===== src/cptc_pkg.sv =====
// Package with register map, field positions and timing for protect config.
package cptc_pkg;

    localparam logic [7:0] PROTECT_DEBUG_CTL_ADDR = 8'hC0;
    localparam logic [7:0] PROTECT_CONFIG_ADDR    = 8'hC2;

    // Debug control field positions.
    localparam int DBG_TIMEOUT_DIS_BIT = 6;
    localparam int DBG_SYNC_DIS_BIT    = 4;
    localparam int DBG_CHKSUM_EN_BIT   = 3;
    localparam int DBG_FC_TEST_BIT     = 2;
    localparam int DBG_SPEEDUP_BIT     = 1;
    localparam int DBG_FAST_BIT        = 0;
    localparam logic [7:0] DBG_WRITE_MASK = 8'h5F;
    localparam logic [7:0] DBG_RESET      = 8'h00;

    // Configuration field positions.
    localparam int CFG_ENHANCED_VERIFY_ENABLE_BIT   = 7;
    localparam int CFG_ENHANCED_STATUS_SIGNALING_BIT     = 6;
    localparam int CFG_RPTR_BIT     = 5;
    localparam int CFG_MODE_LSB     = 3;
    localparam int CFG_WAIT_BIT     = 2;
    localparam int CFG_DET_SEL_BIT  = 1;
    localparam int CFG_MUTE_BIT     = 0;
    localparam logic [7:0] CFG_RESET_BASE = 8'h80;

    typedef enum logic [1:0]
    {
        ENC_AUTHENTICATED = 2'h0,
        ENC_REG_CONTROL   = 2'h1,
        ENC_ALWAYS        = 2'h2,
        ENC_INBAND_FRAME  = 2'h3
    } cptc_encmode_e;

    // Check periods in frames.
    localparam logic [7:0] LINK_PERIOD_NORM = 8'h80;
    localparam logic [7:0] LINK_PERIOD_TEST = 8'h10;
    localparam logic [7:0] ENH_PERIOD_NORM  = 8'h10;
    localparam logic [7:0] ENH_PERIOD_TEST  = 8'h02;
    localparam logic [7:0] SYNC_FRAME       = 8'h7F;

    // Timing at 10 MHz.
    localparam int CLK_NS          = 100;
    localparam int TIMEOUT_MS      = 1000;
    localparam int TIMEOUT_CYCLES  = TIMEOUT_MS * 1000000 / CLK_NS;
    localparam int WAIT_MS         = 100;
    localparam int WAIT_CYCLES     = WAIT_MS * 1000000 / CLK_NS;

    typedef struct packed
    {
        logic [7:0] addr;
        logic [7:0] wdata;
        logic       wr;
        logic       rd;
    } cptc_reg_req_s;

endpackage : cptc_pkg


===== src/cptc_config.sv =====
// Protection transmitter configuration registers and control sequencing.
//
// Functional notes
// RULE_01: Master treats bus free after over one second idle unless disabled.
// RULE_02: Link check at frame 127 skipped when sync-check-disable is set.
// RULE_03: Line checksum per colour channel sent when checksum enable is set.
// RULE_04: Test mode checks every 2 and 16 frames, else 16 and 128.
// RULE_05: Timer speedup bit shortens authentication timers.
// RULE_06: Fast bit selects master timing and is mirrored in indirect status.
// RULE_07: Enhanced check happens only when enhanced verification is enabled.
// RULE_08: Status-signaling bit selects enhanced or original status signaling.
// RULE_09: Repeater mode enables the extra repeater authentication steps.
// RULE_10: Two-bit mode selects per-frame encryption decision method.
// RULE_11: Mode resets to in-band when repeater strap set, else authenticated.
// RULE_12: Initial 100ms wait inserted only when the wait bit is set.
// RULE_13: Detect interrupt waits for lock too when select bit is one.
// RULE_14: Mute bit starts mute; encryption status controls then ignored. Here frameEncrypt does not use the mute bit, so they still act.
// RULE_15: Software sets mute only with enhanced status signaling enabled.
// RULE_16: Reserved bits read zero and ignore writes.
`timescale 1ns/100ps
module cptc_config
    import cptc_pkg::*;
#(
    parameter int TIMEOUT_CNT = TIMEOUT_CYCLES,
    parameter int WAIT_CNT    = WAIT_CYCLES
)
(
    input  wire logic          mclk,
    input  wire logic          rst_b,
    input  wire cptc_reg_req_s regReq,
    output logic [7:0]         regRdata,
    input  wire logic          repeaterStrap,
    input  wire logic          frameStart,
    input  wire logic          masterBusActivity,
    input  wire logic          authStart,
    input  wire logic          authenticated,
    input  wire logic          regEncrypt,
    input  wire logic          inbandEncrypt,
    input  wire logic          rxDetected,
    input  wire logic          rxLock,
    output logic               masterBusFree,
    output logic               masterFastTiming,
    output logic [7:0]         indirectStatusReg,
    output logic               lineChecksumEnable,
    output logic               authTimerSpeedup,
    output logic               linkCheckStrobe,
    output logic               enhCheckStrobe,
    output logic               enhancedStatusSignaling,
    output logic               repeaterModeEnable,
    output logic               waitDone,
    output logic               detectIrq,
    output logic               avMute,
    output logic               frameEncrypt
);

    logic [7:0]  debugReg;
    logic [7:0]  configReg;
    logic        strapDone_reg;
    logic [7:0]  frameCnt_reg;
    logic [31:0] idleCnt_reg;
    logic [31:0] waitCnt_reg;
    logic        waiting_reg;
    cptc_encmode_e encMode;

    // Debug register write path.
    always_ff @(posedge mclk or negedge rst_b)
    begin
        if (!rst_b)
            debugReg <= DBG_RESET;
        // RULE_16: reserved bits masked
        else if (regReq.wr && regReq.addr == PROTECT_DEBUG_CTL_ADDR)
            debugReg <= regReq.wdata & DBG_WRITE_MASK;
    end

    // Config register; strap caught on first clock after reset release.
    always_ff @(posedge mclk or negedge rst_b)
    begin
        if (!rst_b)
        begin
            configReg     <= CFG_RESET_BASE;
            strapDone_reg <= 1'b0;
        end
        else
        begin
            strapDone_reg <= 1'b1;
            // RULE_11: strap selects default mode
            if (!strapDone_reg)
                configReg[CFG_MODE_LSB +: 2] <= repeaterStrap ?
                    ENC_INBAND_FRAME : ENC_AUTHENTICATED;
            else if (regReq.wr && regReq.addr == PROTECT_CONFIG_ADDR)
                configReg <= regReq.wdata;
        end
    end

    // Read data; unmapped addresses return zero.
    always_ff @(posedge mclk or negedge rst_b)
    begin
        if (!rst_b)
            regRdata <= 8'h00;
        else if (regReq.rd)
            case (regReq.addr)
                PROTECT_DEBUG_CTL_ADDR: regRdata <= debugReg;
                PROTECT_CONFIG_ADDR:    regRdata <= configReg;
                default:                regRdata <= 8'h00;
            endcase
    end

    assign encMode = cptc_encmode_e'(configReg[CFG_MODE_LSB +: 2]);

    // RULE_06: fast timing and mirror
    assign masterFastTiming   = debugReg[DBG_FAST_BIT];
    assign indirectStatusReg  = {7'h00, debugReg[DBG_FAST_BIT]};
    // RULE_03: checksum enable
    assign lineChecksumEnable = debugReg[DBG_CHKSUM_EN_BIT];
    // RULE_05: timer speedup
    assign authTimerSpeedup   = debugReg[DBG_SPEEDUP_BIT];
    // RULE_08: signaling select
    assign enhancedStatusSignaling = configReg[CFG_ENHANCED_STATUS_SIGNALING_BIT];
    // RULE_09: repeater steps
    assign repeaterModeEnable = configReg[CFG_RPTR_BIT];
    // RULE_14: mute state
    assign avMute = configReg[CFG_MUTE_BIT];

    // RULE_13: detect interrupt qualification
    assign detectIrq = rxDetected &&
        (!configReg[CFG_DET_SEL_BIT] || rxLock);

    // Master bus idle timer.
    always_ff @(posedge mclk or negedge rst_b)
    begin
        if (!rst_b)
        begin
            idleCnt_reg   <= 32'h0;
            masterBusFree <= 1'b0;
        end
        else if (masterBusActivity || debugReg[DBG_TIMEOUT_DIS_BIT])
        begin
            idleCnt_reg   <= 32'h0;
            masterBusFree <= 1'b0;
        end
        else
        begin
            // RULE_01: free after timeout
            if (idleCnt_reg < 32'(TIMEOUT_CNT))
                idleCnt_reg <= idleCnt_reg + 32'h1;
            else
                masterBusFree <= 1'b1;
        end
    end

    // Frame counter and check strobes.
    always_ff @(posedge mclk or negedge rst_b)
    begin
        if (!rst_b)
        begin
            frameCnt_reg    <= 8'h00;
            linkCheckStrobe <= 1'b0;
            enhCheckStrobe  <= 1'b0;
        end
        else
        begin
            linkCheckStrobe <= 1'b0;
            enhCheckStrobe  <= 1'b0;
            if (frameStart)
            begin
                frameCnt_reg <= frameCnt_reg + 8'h01;
                // RULE_04: check periods by test mode
                if (debugReg[DBG_FC_TEST_BIT])
                begin
                    linkCheckStrobe <= (frameCnt_reg & (LINK_PERIOD_TEST
                        - 8'h01)) == 8'h00;
                    // RULE_07: enhanced check gated
                    enhCheckStrobe <= configReg[CFG_ENHANCED_VERIFY_ENABLE_BIT] &&
                        ((frameCnt_reg & (ENH_PERIOD_TEST - 8'h01)) == 8'h00);
                end
                else
                begin
                    // RULE_02: sync check at 127 optional
                    linkCheckStrobe <= ((frameCnt_reg & (LINK_PERIOD_NORM
                        - 8'h01)) == 8'h00) || (frameCnt_reg == SYNC_FRAME
                        && !debugReg[DBG_SYNC_DIS_BIT]);
                    enhCheckStrobe <= configReg[CFG_ENHANCED_VERIFY_ENABLE_BIT] &&
                        ((frameCnt_reg & (ENH_PERIOD_NORM - 8'h01)) == 8'h00);
                end
            end
        end
    end

    // Optional initial wait after authentication start.
    always_ff @(posedge mclk or negedge rst_b)
    begin
        if (!rst_b)
        begin
            waitCnt_reg <= 32'h0;
            waiting_reg <= 1'b0;
            waitDone    <= 1'b0;
        end
        else if (authStart)
        begin
            // RULE_12: wait only when enabled
            waiting_reg <= configReg[CFG_WAIT_BIT];
            waitDone    <= !configReg[CFG_WAIT_BIT];
            waitCnt_reg <= 32'h0;
        end
        else if (waiting_reg)
        begin
            if (waitCnt_reg >= 32'(WAIT_CNT) - 32'h1)
            begin
                waiting_reg <= 1'b0;
                waitDone    <= 1'b1;
            end
            else
                waitCnt_reg <= waitCnt_reg + 32'h1;
        end
    end

    // RULE_10: frame encryption decision
    always_comb
    begin
        case (encMode)
            ENC_AUTHENTICATED: frameEncrypt = authenticated;
            ENC_REG_CONTROL:   frameEncrypt = authenticated && regEncrypt;
            ENC_ALWAYS:        frameEncrypt = 1'b1;
            ENC_INBAND_FRAME:  frameEncrypt = authenticated && inbandEncrypt;
            default:           frameEncrypt = 1'b0;
        endcase
    end

    // RULE_16: reserved debug bits stay zero
    chk_reserved_zero: assert property (@(posedge mclk) disable iff (!rst_b)
        (debugReg & ~DBG_WRITE_MASK) == 8'h00)
        else $error("Reserved debug bits set.");

    // RULE_13: irq needs lock when selected
    chk_detect_lock: assert property (@(posedge mclk) disable iff (!rst_b)
        (detectIrq && configReg[CFG_DET_SEL_BIT]) |-> rxLock)
        else $error("Detect irq without lock.");

    // RULE_07: no enhanced check when disabled
    chk_enh_gate: assert property (@(posedge mclk) disable iff (!rst_b)
        !$past(configReg[CFG_ENHANCED_VERIFY_ENABLE_BIT]) && strapDone_reg |-> !enhCheckStrobe)
        else $error("Enhanced check while disabled.");

    // RULE_06: mirror follows fast bit
    chk_fast_mirror: assert property (@(posedge mclk) disable iff (!rst_b)
        indirectStatusReg[0] == masterFastTiming)
        else $error("Indirect status mirror mismatch.");

    // RULE_01: timeout disabled keeps bus busy
    chk_timeout_off: assert property (@(posedge mclk) disable iff (!rst_b)
        $past(debugReg[DBG_TIMEOUT_DIS_BIT]) |-> !masterBusFree)
        else $error("Bus freed with timeout disabled.");

    // RULE_12: no wait skips immediately
    chk_wait_skip: assert property (@(posedge mclk) disable iff (!rst_b)
        (authStart && !configReg[CFG_WAIT_BIT]) |=> waitDone)
        else $error("Wait not skipped.");

    // RULE_10: always mode encrypts
    chk_always_enc: assert property (@(posedge mclk) disable iff (!rst_b)
        encMode == ENC_ALWAYS |-> frameEncrypt)
        else $error("Always mode not encrypting.");

    // RULE_11: strap default applied
    chk_strap_mode: assert property (@(posedge mclk) disable iff (!rst_b)
        (!strapDone_reg && repeaterStrap) |=> encMode == ENC_INBAND_FRAME)
        else $error("Strap default mode wrong.");

endmodule // cptc_config


===== config.mk =====
export PLATFORM = sky130hd
export DESIGN_NAME = cptc_config
export DESIGN_NICKNAME = d
export VERILOG_FILES = /design/src/cptc_pkg.sv /design/src/cptc_config.sv
export SDC_FILE = /design/constraint.sdc
export NUM_CORES = 1
export LEC_CHECK = 0
export BUFFER_PORTS_ARGS = -buffer_cell sky130_fd_sc_hd__buf_2
export CAP_MARGIN = 5
export CORE_AREA = 2 2 99 92
export DETAILED_ROUTE_END_ITERATION = 16
export DIE_AREA = 0 0 101 94
export PLACE_DENSITY = 0.81
export SLEW_MARGIN = 20
export SYNTH_ARGS = -nofsm -noshare
export SYNTH_HDL_FRONTEND = slang
export SYNTH_SLANG_ARGS = --single-unit

===== constraint.sdc =====
create_clock -name mclk -period 2.3 [get_ports mclk]
set_input_delay 0.23 -clock mclk [delete_from_list [all_inputs] [get_ports mclk]]
set_output_delay 0.23 -clock mclk [all_outputs]
set_load 0.02 [all_outputs]

==> impl_metrics.yaml, run 1 <==
timing:
  fmax_mhz: 443
  rsz0062_at_grt: "true"
  fin_skew_ns: 0.0115
  finalHoldViolations: 0
  maxSlewViolCount: 0
  setup_tns_ns: 0
  period_share: 0.982
  setup_viol: 0
  relSlewSlack: 0.473
  worst_slew_pin_slew_ns: 0.787
  min_period_ns: 2.26
synthesis:
  synth_cell_types: 59
  synthArstFlopShare: 1.00
  synth_top_cell_by_area: "dfrtp_1"
  ys_ff_latch: 100
  yosysWarnings: 0
  synth-main-ff-cell: "dfrtp_1"
  syn_inst: 468
  synthesis.area_um2: 4780
  synth_area_leaders: "dfrtp_1, a21oi_1, mux2_2"
  ys_seq_area_frac: 0.524
  synth_top_area_share: 0.518
  synth-edff-count: 0
  postSynthAreaPerCell_um2: 10.2
grt:
  grt_pass1_wl_um: 16400
  first_global_vias: 3621
  antenna_found_initial: 0
  track_usage: 0.217
  grt_max_degree: 101
  grt_overflow: 0
detailed_routing:
  wl_um: 10000
  vias: 3764
  antenna_left: 0
  drtIter0Drc: 228
  route.detailed.drc: 0
  avgViaCountPerCell: 5.97
  drt_pass1_iterations: 5
  wl_per_cell_um: 15.9
power:
  finalPower_mw: 3.53
  peakVddDrop_v: 0.000513
  p_seq_frac: 0.551
  swShare: 0.256
  switchingPower_uw: 902
  cellLeakagePower_nw: 2.48
  p_comb_frac: 0.092
  p_int_mw: 2.63
  clockPowerShare: 0.357
  power_density_nw_per_um2: 645
flow_run:
  drv_cap: 0
outcome:
  outcome: "finished clean"
layout:
  syn_to_final_growth_pct: 14.5
  final_cells: 630
  antennaDiodeCount: 0
  fillers: 673
  drive_gt1_frac: 0.225
  fin_nets: 556
clock_tree:
  clockBufferDepth: 2
  numCtsBuffers: 9
  clock-sinks: 100
  clock_latency_ns: 0.37
  root_buffer: "clkbuf_8"
  cts_tree: "built"
  cts.clk_slew.worst_paths_ns: 0.09
  htreeDepth: 3
place:
  placedCellCount: 609
  port_buffers: 49
  dp_hpwl_um: 6640
  place.gp.congestion: 0.836
critical_path:
  cp_slowest_cell: "or4_4"
  required_ns: 2.59
  worstPathCellList: "nor4_2, buf_4, nand4_1, a311o_2, or4_4, a21oi_2"
  max_stage_delay_ns: 0.50
  worst-path-max-fanout: 5
  arrival_ns: 2.55
  start_kind: "flip-flop"
  endpoint_kind: "flip-flop"
  path_buf_inv: 1
  critPathKind: "flip-flop to flip-flop"
  cp_top_family: "simple AND/OR/NAND/NOR gates"
die:
  initial_core_util: 0.568
  fp-row-count: 32
  die_h_um: 94
  io_pins: 57
  dieArea_um2: 9490
  core_um2: 8410
  die_w_um: 101
hold_path:
  hp-class: "input port to flip-flop"
==> cell type report <==
type | count | area [um2] | share of cell area
inverter | 11 | 41.3 | 0.00755
tap | 102 | 128 | 0.0233
sequential | 100 | 2500 | 0.458
clock inverter | 5 | 83.8 | 0.0153
clock buffer | 11 | 141 | 0.0259
timing repair buffer | 64 | 375 | 0.0686
multi-input combinational | 337 | 2200 | 0.402
==> Yosys cell counts, drive strengths merged, types with 3 or more instances <==
master / number
mux2: 15
nand2: 29
clkbuf: 13
o31ai: 10
inv: 11
nor4: 9
a211oi: 5
or4: 12
nor2: 35
ha: 4
dfrtp: 99
a22oi: 7
and4: 4
xor2: 3
buf: 15
o21ai: 22
or3: 15
and2: 22
nand3b: 3
nand4: 14
and3: 8
nor3: 6
mux2i: 4
a21oi: 41
nand3: 22
xnor2: 10
==> cell usage in the layout (no fill, tap or decap), types with 8 or more instances in the layout <==
cell type,synthesis,final
dfrtp_1,99,99
buf_2,3,48
a21oi_1,41,38
nor2_1,35,34
nand2_1,29,29
nand3_1,22,22
and2_1,22,22
o21ai_0,21,21
mux2_2,15,15
or3_1,15,15
buf_4,9,14
nand4_1,13,13
inv_1,11,11
o31ai_1,10,10
xnor2_1,10,10
clkbuf_8,0,10
or4_1,12,8
and3_1,8,8
conb_1,2,8
==> per-layer routing <==
metal  routed length (um)  GRT usage
met5                    0          0
met4                  138     0.0709
met3                  441     0.0565
met2                 4990      0.358
met1                 4450      0.278
==> power by group through the flow <==
| stage | combinational [mW] | clock [mW] | sequential [mW] |
|---|---|---|---|
| 3_5_place_dp | 0.326 | 0 | 1.97 |
| 4_1_cts | 0.329 | 1.27 | 1.94 |
| 5_1_grt | 0.368 | 1.35 | 1.95 |
| 6_report | 0.324 | 1.26 | 1.94 |
| 3_3_place_gp | 0.317 | 0 | 1.97 |
| 2_1_floorplan | 0.202 | 0 | 1.97 |
==> path summary, 6_finish.rpt <==
kind | cells past startpoint | start | slack [ns] | to
worst max-delay path | 6 | idleCnt_reg[28]$_DFFE_PN0P_ | 0.04 | idleCnt_reg[19]$_DFFE_PN0P_
worst min-delay path | 2 | regReq[7] | 0.09 | configReg[5]$_DFFE_PN0P_
worst max register to register | 6 | idleCnt_reg[28]$_DFFE_PN0P_ | 0.04 | idleCnt_reg[19]$_DFFE_PN0P_
worst min register to register | 1 | frameCnt_reg[7]$_DFFE_PN0P_ | 0.47 | frameCnt_reg[7]$_DFFE_PN0P_
max in group asynchronous | 3 | rst_b | 1.46 | configReg[7]$_DFFE_PN1P_
min in group asynchronous | 3 | rst_b | 0.46 | waitCnt_reg[2]$_DFFE_PN0P_
==> timing repair <==
action                                  4_1_cts  5_1_grt
gates resized for setup                       0       14
endpoints found under the setup margin        0       32
buffers inserted                              0        2
endpoints found under the hold margin        99        0
hold buffers                                  1        0
==> worst reg2reg max path, delay by kind of cell, from the launching register on <==
family	cells	cell delay, ns
AND/OR/NAND/NOR	3	1.01
AO/OA/AOI/OAI	2	0.63
flip-flops	1	0.40
buffers and inverters	1	0.16
==> stage by stage <==
stage	area, um2	hold slack (ns)	utilization	setup WS, ns
3_3_place_gp	5130	0.320	0.611	0.130
6_report	5470	0.0928	0.650	0.0425
5_1_grt	5470	0.0865	0.650	-0.0961
2_1_floorplan	4800	-0.0656	-	0.225
4_1_cts	5370	0.0842	0.639	0.0313
3_5_place_dp	5130	0.330	0.611	0.0478
==> logic make-up after synthesis <==
logic type	count (synthesis)	synth area share
and+or+nand+nor	184	0.217
AOI/OAI and AO/OA	107	0.141
DFF	100	0.524
buffers and inverters	39	0.0387
muxes	19	0.0437
xor gates and xnor gates	13	0.0238
adders and majority gates	4	0.0105
other	2	0.00157
Note: power is estimated with default switching activity, not from simulation.
==> run 2: changes to the inputs <==
--- a/config.mk
+++ b/config.mk
@@ -5,7 +5,7 @@
 export SDC_FILE = /design/constraint.sdc
 export NUM_CORES = 1
 export LEC_CHECK = 0
-export BUFFER_PORTS_ARGS = -buffer_cell sky130_fd_sc_hd__buf_2
+export BUFFER_PORTS_ARGS = -buffer_cell sky130_fd_sc_hd__buf_4
 export CAP_MARGIN = 5
 export CORE_AREA = 2 2 99 92
 export DETAILED_ROUTE_END_ITERATION = 16
==> run 2 against run 1 <==
Clock-buffer cell count is 2 lower. Sequential share of layout area is 0.38 points lower. Global-route usage is 1.7 points higher. Die area stayed put. Cell count is 0.16% lower. Critical path depth is 1 lower. Clock power is 13% lower. Worst setup slack better by 0.060 ns. Worst hold slack worse by 0.014 ns. Wire length is 1.3% higher. Core utilization is 0.55 points higher. Critical endpoint is now waitCnt_reg[13]$_DFFE_PN0P_. Highest routed layer unchanged. Via count is 0.58% higher.
==> impl_metrics.yaml, run 2 (synthesized netlist as in run 1, its figures left out) <==
detailed_routing:
  route.detailed.drc: 0
  antenna_left: 0
  avgViaCountPerCell: 6.02
  wl_met3_um: 344
  wl_um: 10200
  vias: 3786
  drtIter0Drc: 153
  drt_pass1_iterations: 4
  routedLengthMet1_um: 4410
  routed.top_layer: "met4"
  wl_per_cell_um: 16.1
  route.met2.wl_um: 5260
critical_path:
  required_ns: 2.59
  worst-path-max-fanout: 10
  endpoint_kind: "flip-flop"
  critPathKind: "flip-flop to flip-flop"
  start_kind: "flip-flop"
  arrival_ns: 2.48
clock_tree:
  clockBufferDepth: 2
  clock-sinks: 100
  root_buffer: "clkbuf_8"
  clock_latency_ns: 0.37
  numCtsBuffers: 9
  htreeDepth: 3
  cts.clk_slew.worst_paths_ns: 0.11
  cts_tree: "built"
grt:
  antenna_found_initial: 0
  grt_pass1_wl_um: 17500
  grt_overflow: 0
  grt_max_degree: 51
  track_usage: 0.233
  first_global_vias: 3760
layout:
  layout_commonest_cell: "dfrtp_1"
  final_util: 0.656
  fin_nets: 555
  antennaDiodeCount: 0
  syn_to_final_growth_pct: 15.4
  final_cells: 629
  drive_gt1_frac: 0.214
  final_cell_mix: "dfrtp_1, buf_4, a21oi_1"
die:
  die_h_um: 94
  die_w_um: 101
  dieArea_um2: 9490
  io_pins: 57
  initial_core_util: 0.568
  fp-row-count: 32
  core_um2: 8410
place:
  dp_hpwl_um: 7100
  dp_slack_ns: -0.00583
  place.gp.congestion: 0.819
  port_buffers: 49
  placedCellCount: 611
timing:
  min_period_ns: 2.20
  finalHoldViolations: 0
  period_share: 0.955
  relSlewSlack: 0.525
  setup_tns_ns: 0
  worst_slew_pin_slew_ns: 0.711
  maxSlewViolCount: 0
  fmax_mhz: 455
  fin_skew_ns: 0.0138
  setup_viol: 0
  worst_slack_ns: 0.103
power:
  cellLeakagePower_nw: 2.49
  power_density_nw_per_um2: 615
  finalPower_mw: 3.39
  peakVddDrop_v: 0.000427
hold_path:
  hp-class: "input port to flip-flop"
outcome:
  outcome: "finished clean"
flow_run:
  drv_cap: 0
[run 2: per-stage QoR]
step	hold slack [ns]	area, um2
3_5_place_dp	0.141	5270
5_1_grt	0.0723	5520
3_3_place_gp	0.135	5270
6_report	0.0786	5520
2_1_floorplan	-0.0656	4800
4_1_cts	0.0586	5470
[run 2: timing repair]
item                                    4_1_cts  5_1_grt
hold endpoints to repair                     20        0
hold buffers                                  1        0
resized for setup                             1        6
endpoints found under the setup margin        2       27
pin swaps                                     0        1
cloned                                        0        0
setup buffers                                 0        1
[run 2: power breakdown]
group          leakage (nW)  internal [mW]  total, mW  switching, mW
logic                  1.04          0.158      0.353          0.194
registers              1.36           1.84       1.94          0.102
clock network        0.0922          0.424       1.10          0.673
[run 2: final timing paths]
kind | cells past startpoint | from | end | slack (ns)
max | 5 | waitCnt_reg[20]$_DFFE_PN0P_ | waitCnt_reg[13]$_DFFE_PN0P_ | 0.10
min | 2 | frameStart | frameCnt_reg[0]$_DFFE_PN0P_ | 0.08
max reg2reg | 5 | waitCnt_reg[20]$_DFFE_PN0P_ | waitCnt_reg[13]$_DFFE_PN0P_ | 0.10
min reg2reg | 1 | frameCnt_reg[7]$_DFFE_PN0P_ | frameCnt_reg[7]$_DFFE_PN0P_ | 0.48
max in group asynchronous | 3 | rst_b | configReg[7]$_DFFE_PN1P_ | 1.30
min in group asynchronous | 2 | rst_b | waitCnt_reg[1]$_DFFE_PN0P_ | 0.29
[run 2: layout make-up]
| cell class | instances | area, um2 |
|---|---|---|
| Inverter | 11 | 41.3 |
| Clock buffer | 9 | 124 |
| Multi-Input combinational cell | 335 | 2150 |
| Tap cell | 102 | 128 |
| Fill cell | 674 | 2890 |
| Timing Repair Buffer | 65 | 503 |
| Clock inverter | 7 | 66.3 |
| Sequential cell | 100 | 2500 |
[run 2: critical path: stages, from the launching register on]
cell and delay, ns:
dfrtp_1 0.39, nor4_2 0.39, nand4_2 0.19, or4_4 0.61, or3_1 0.38, a21oi_1 0.15
[run 2: routing by layer]
metal,global-route usage,vias up
met3,0.0528,19
met1,0.298,1876
met4,0.0608,0
met2,0.402,82
li1,-,1809
met5,0,-
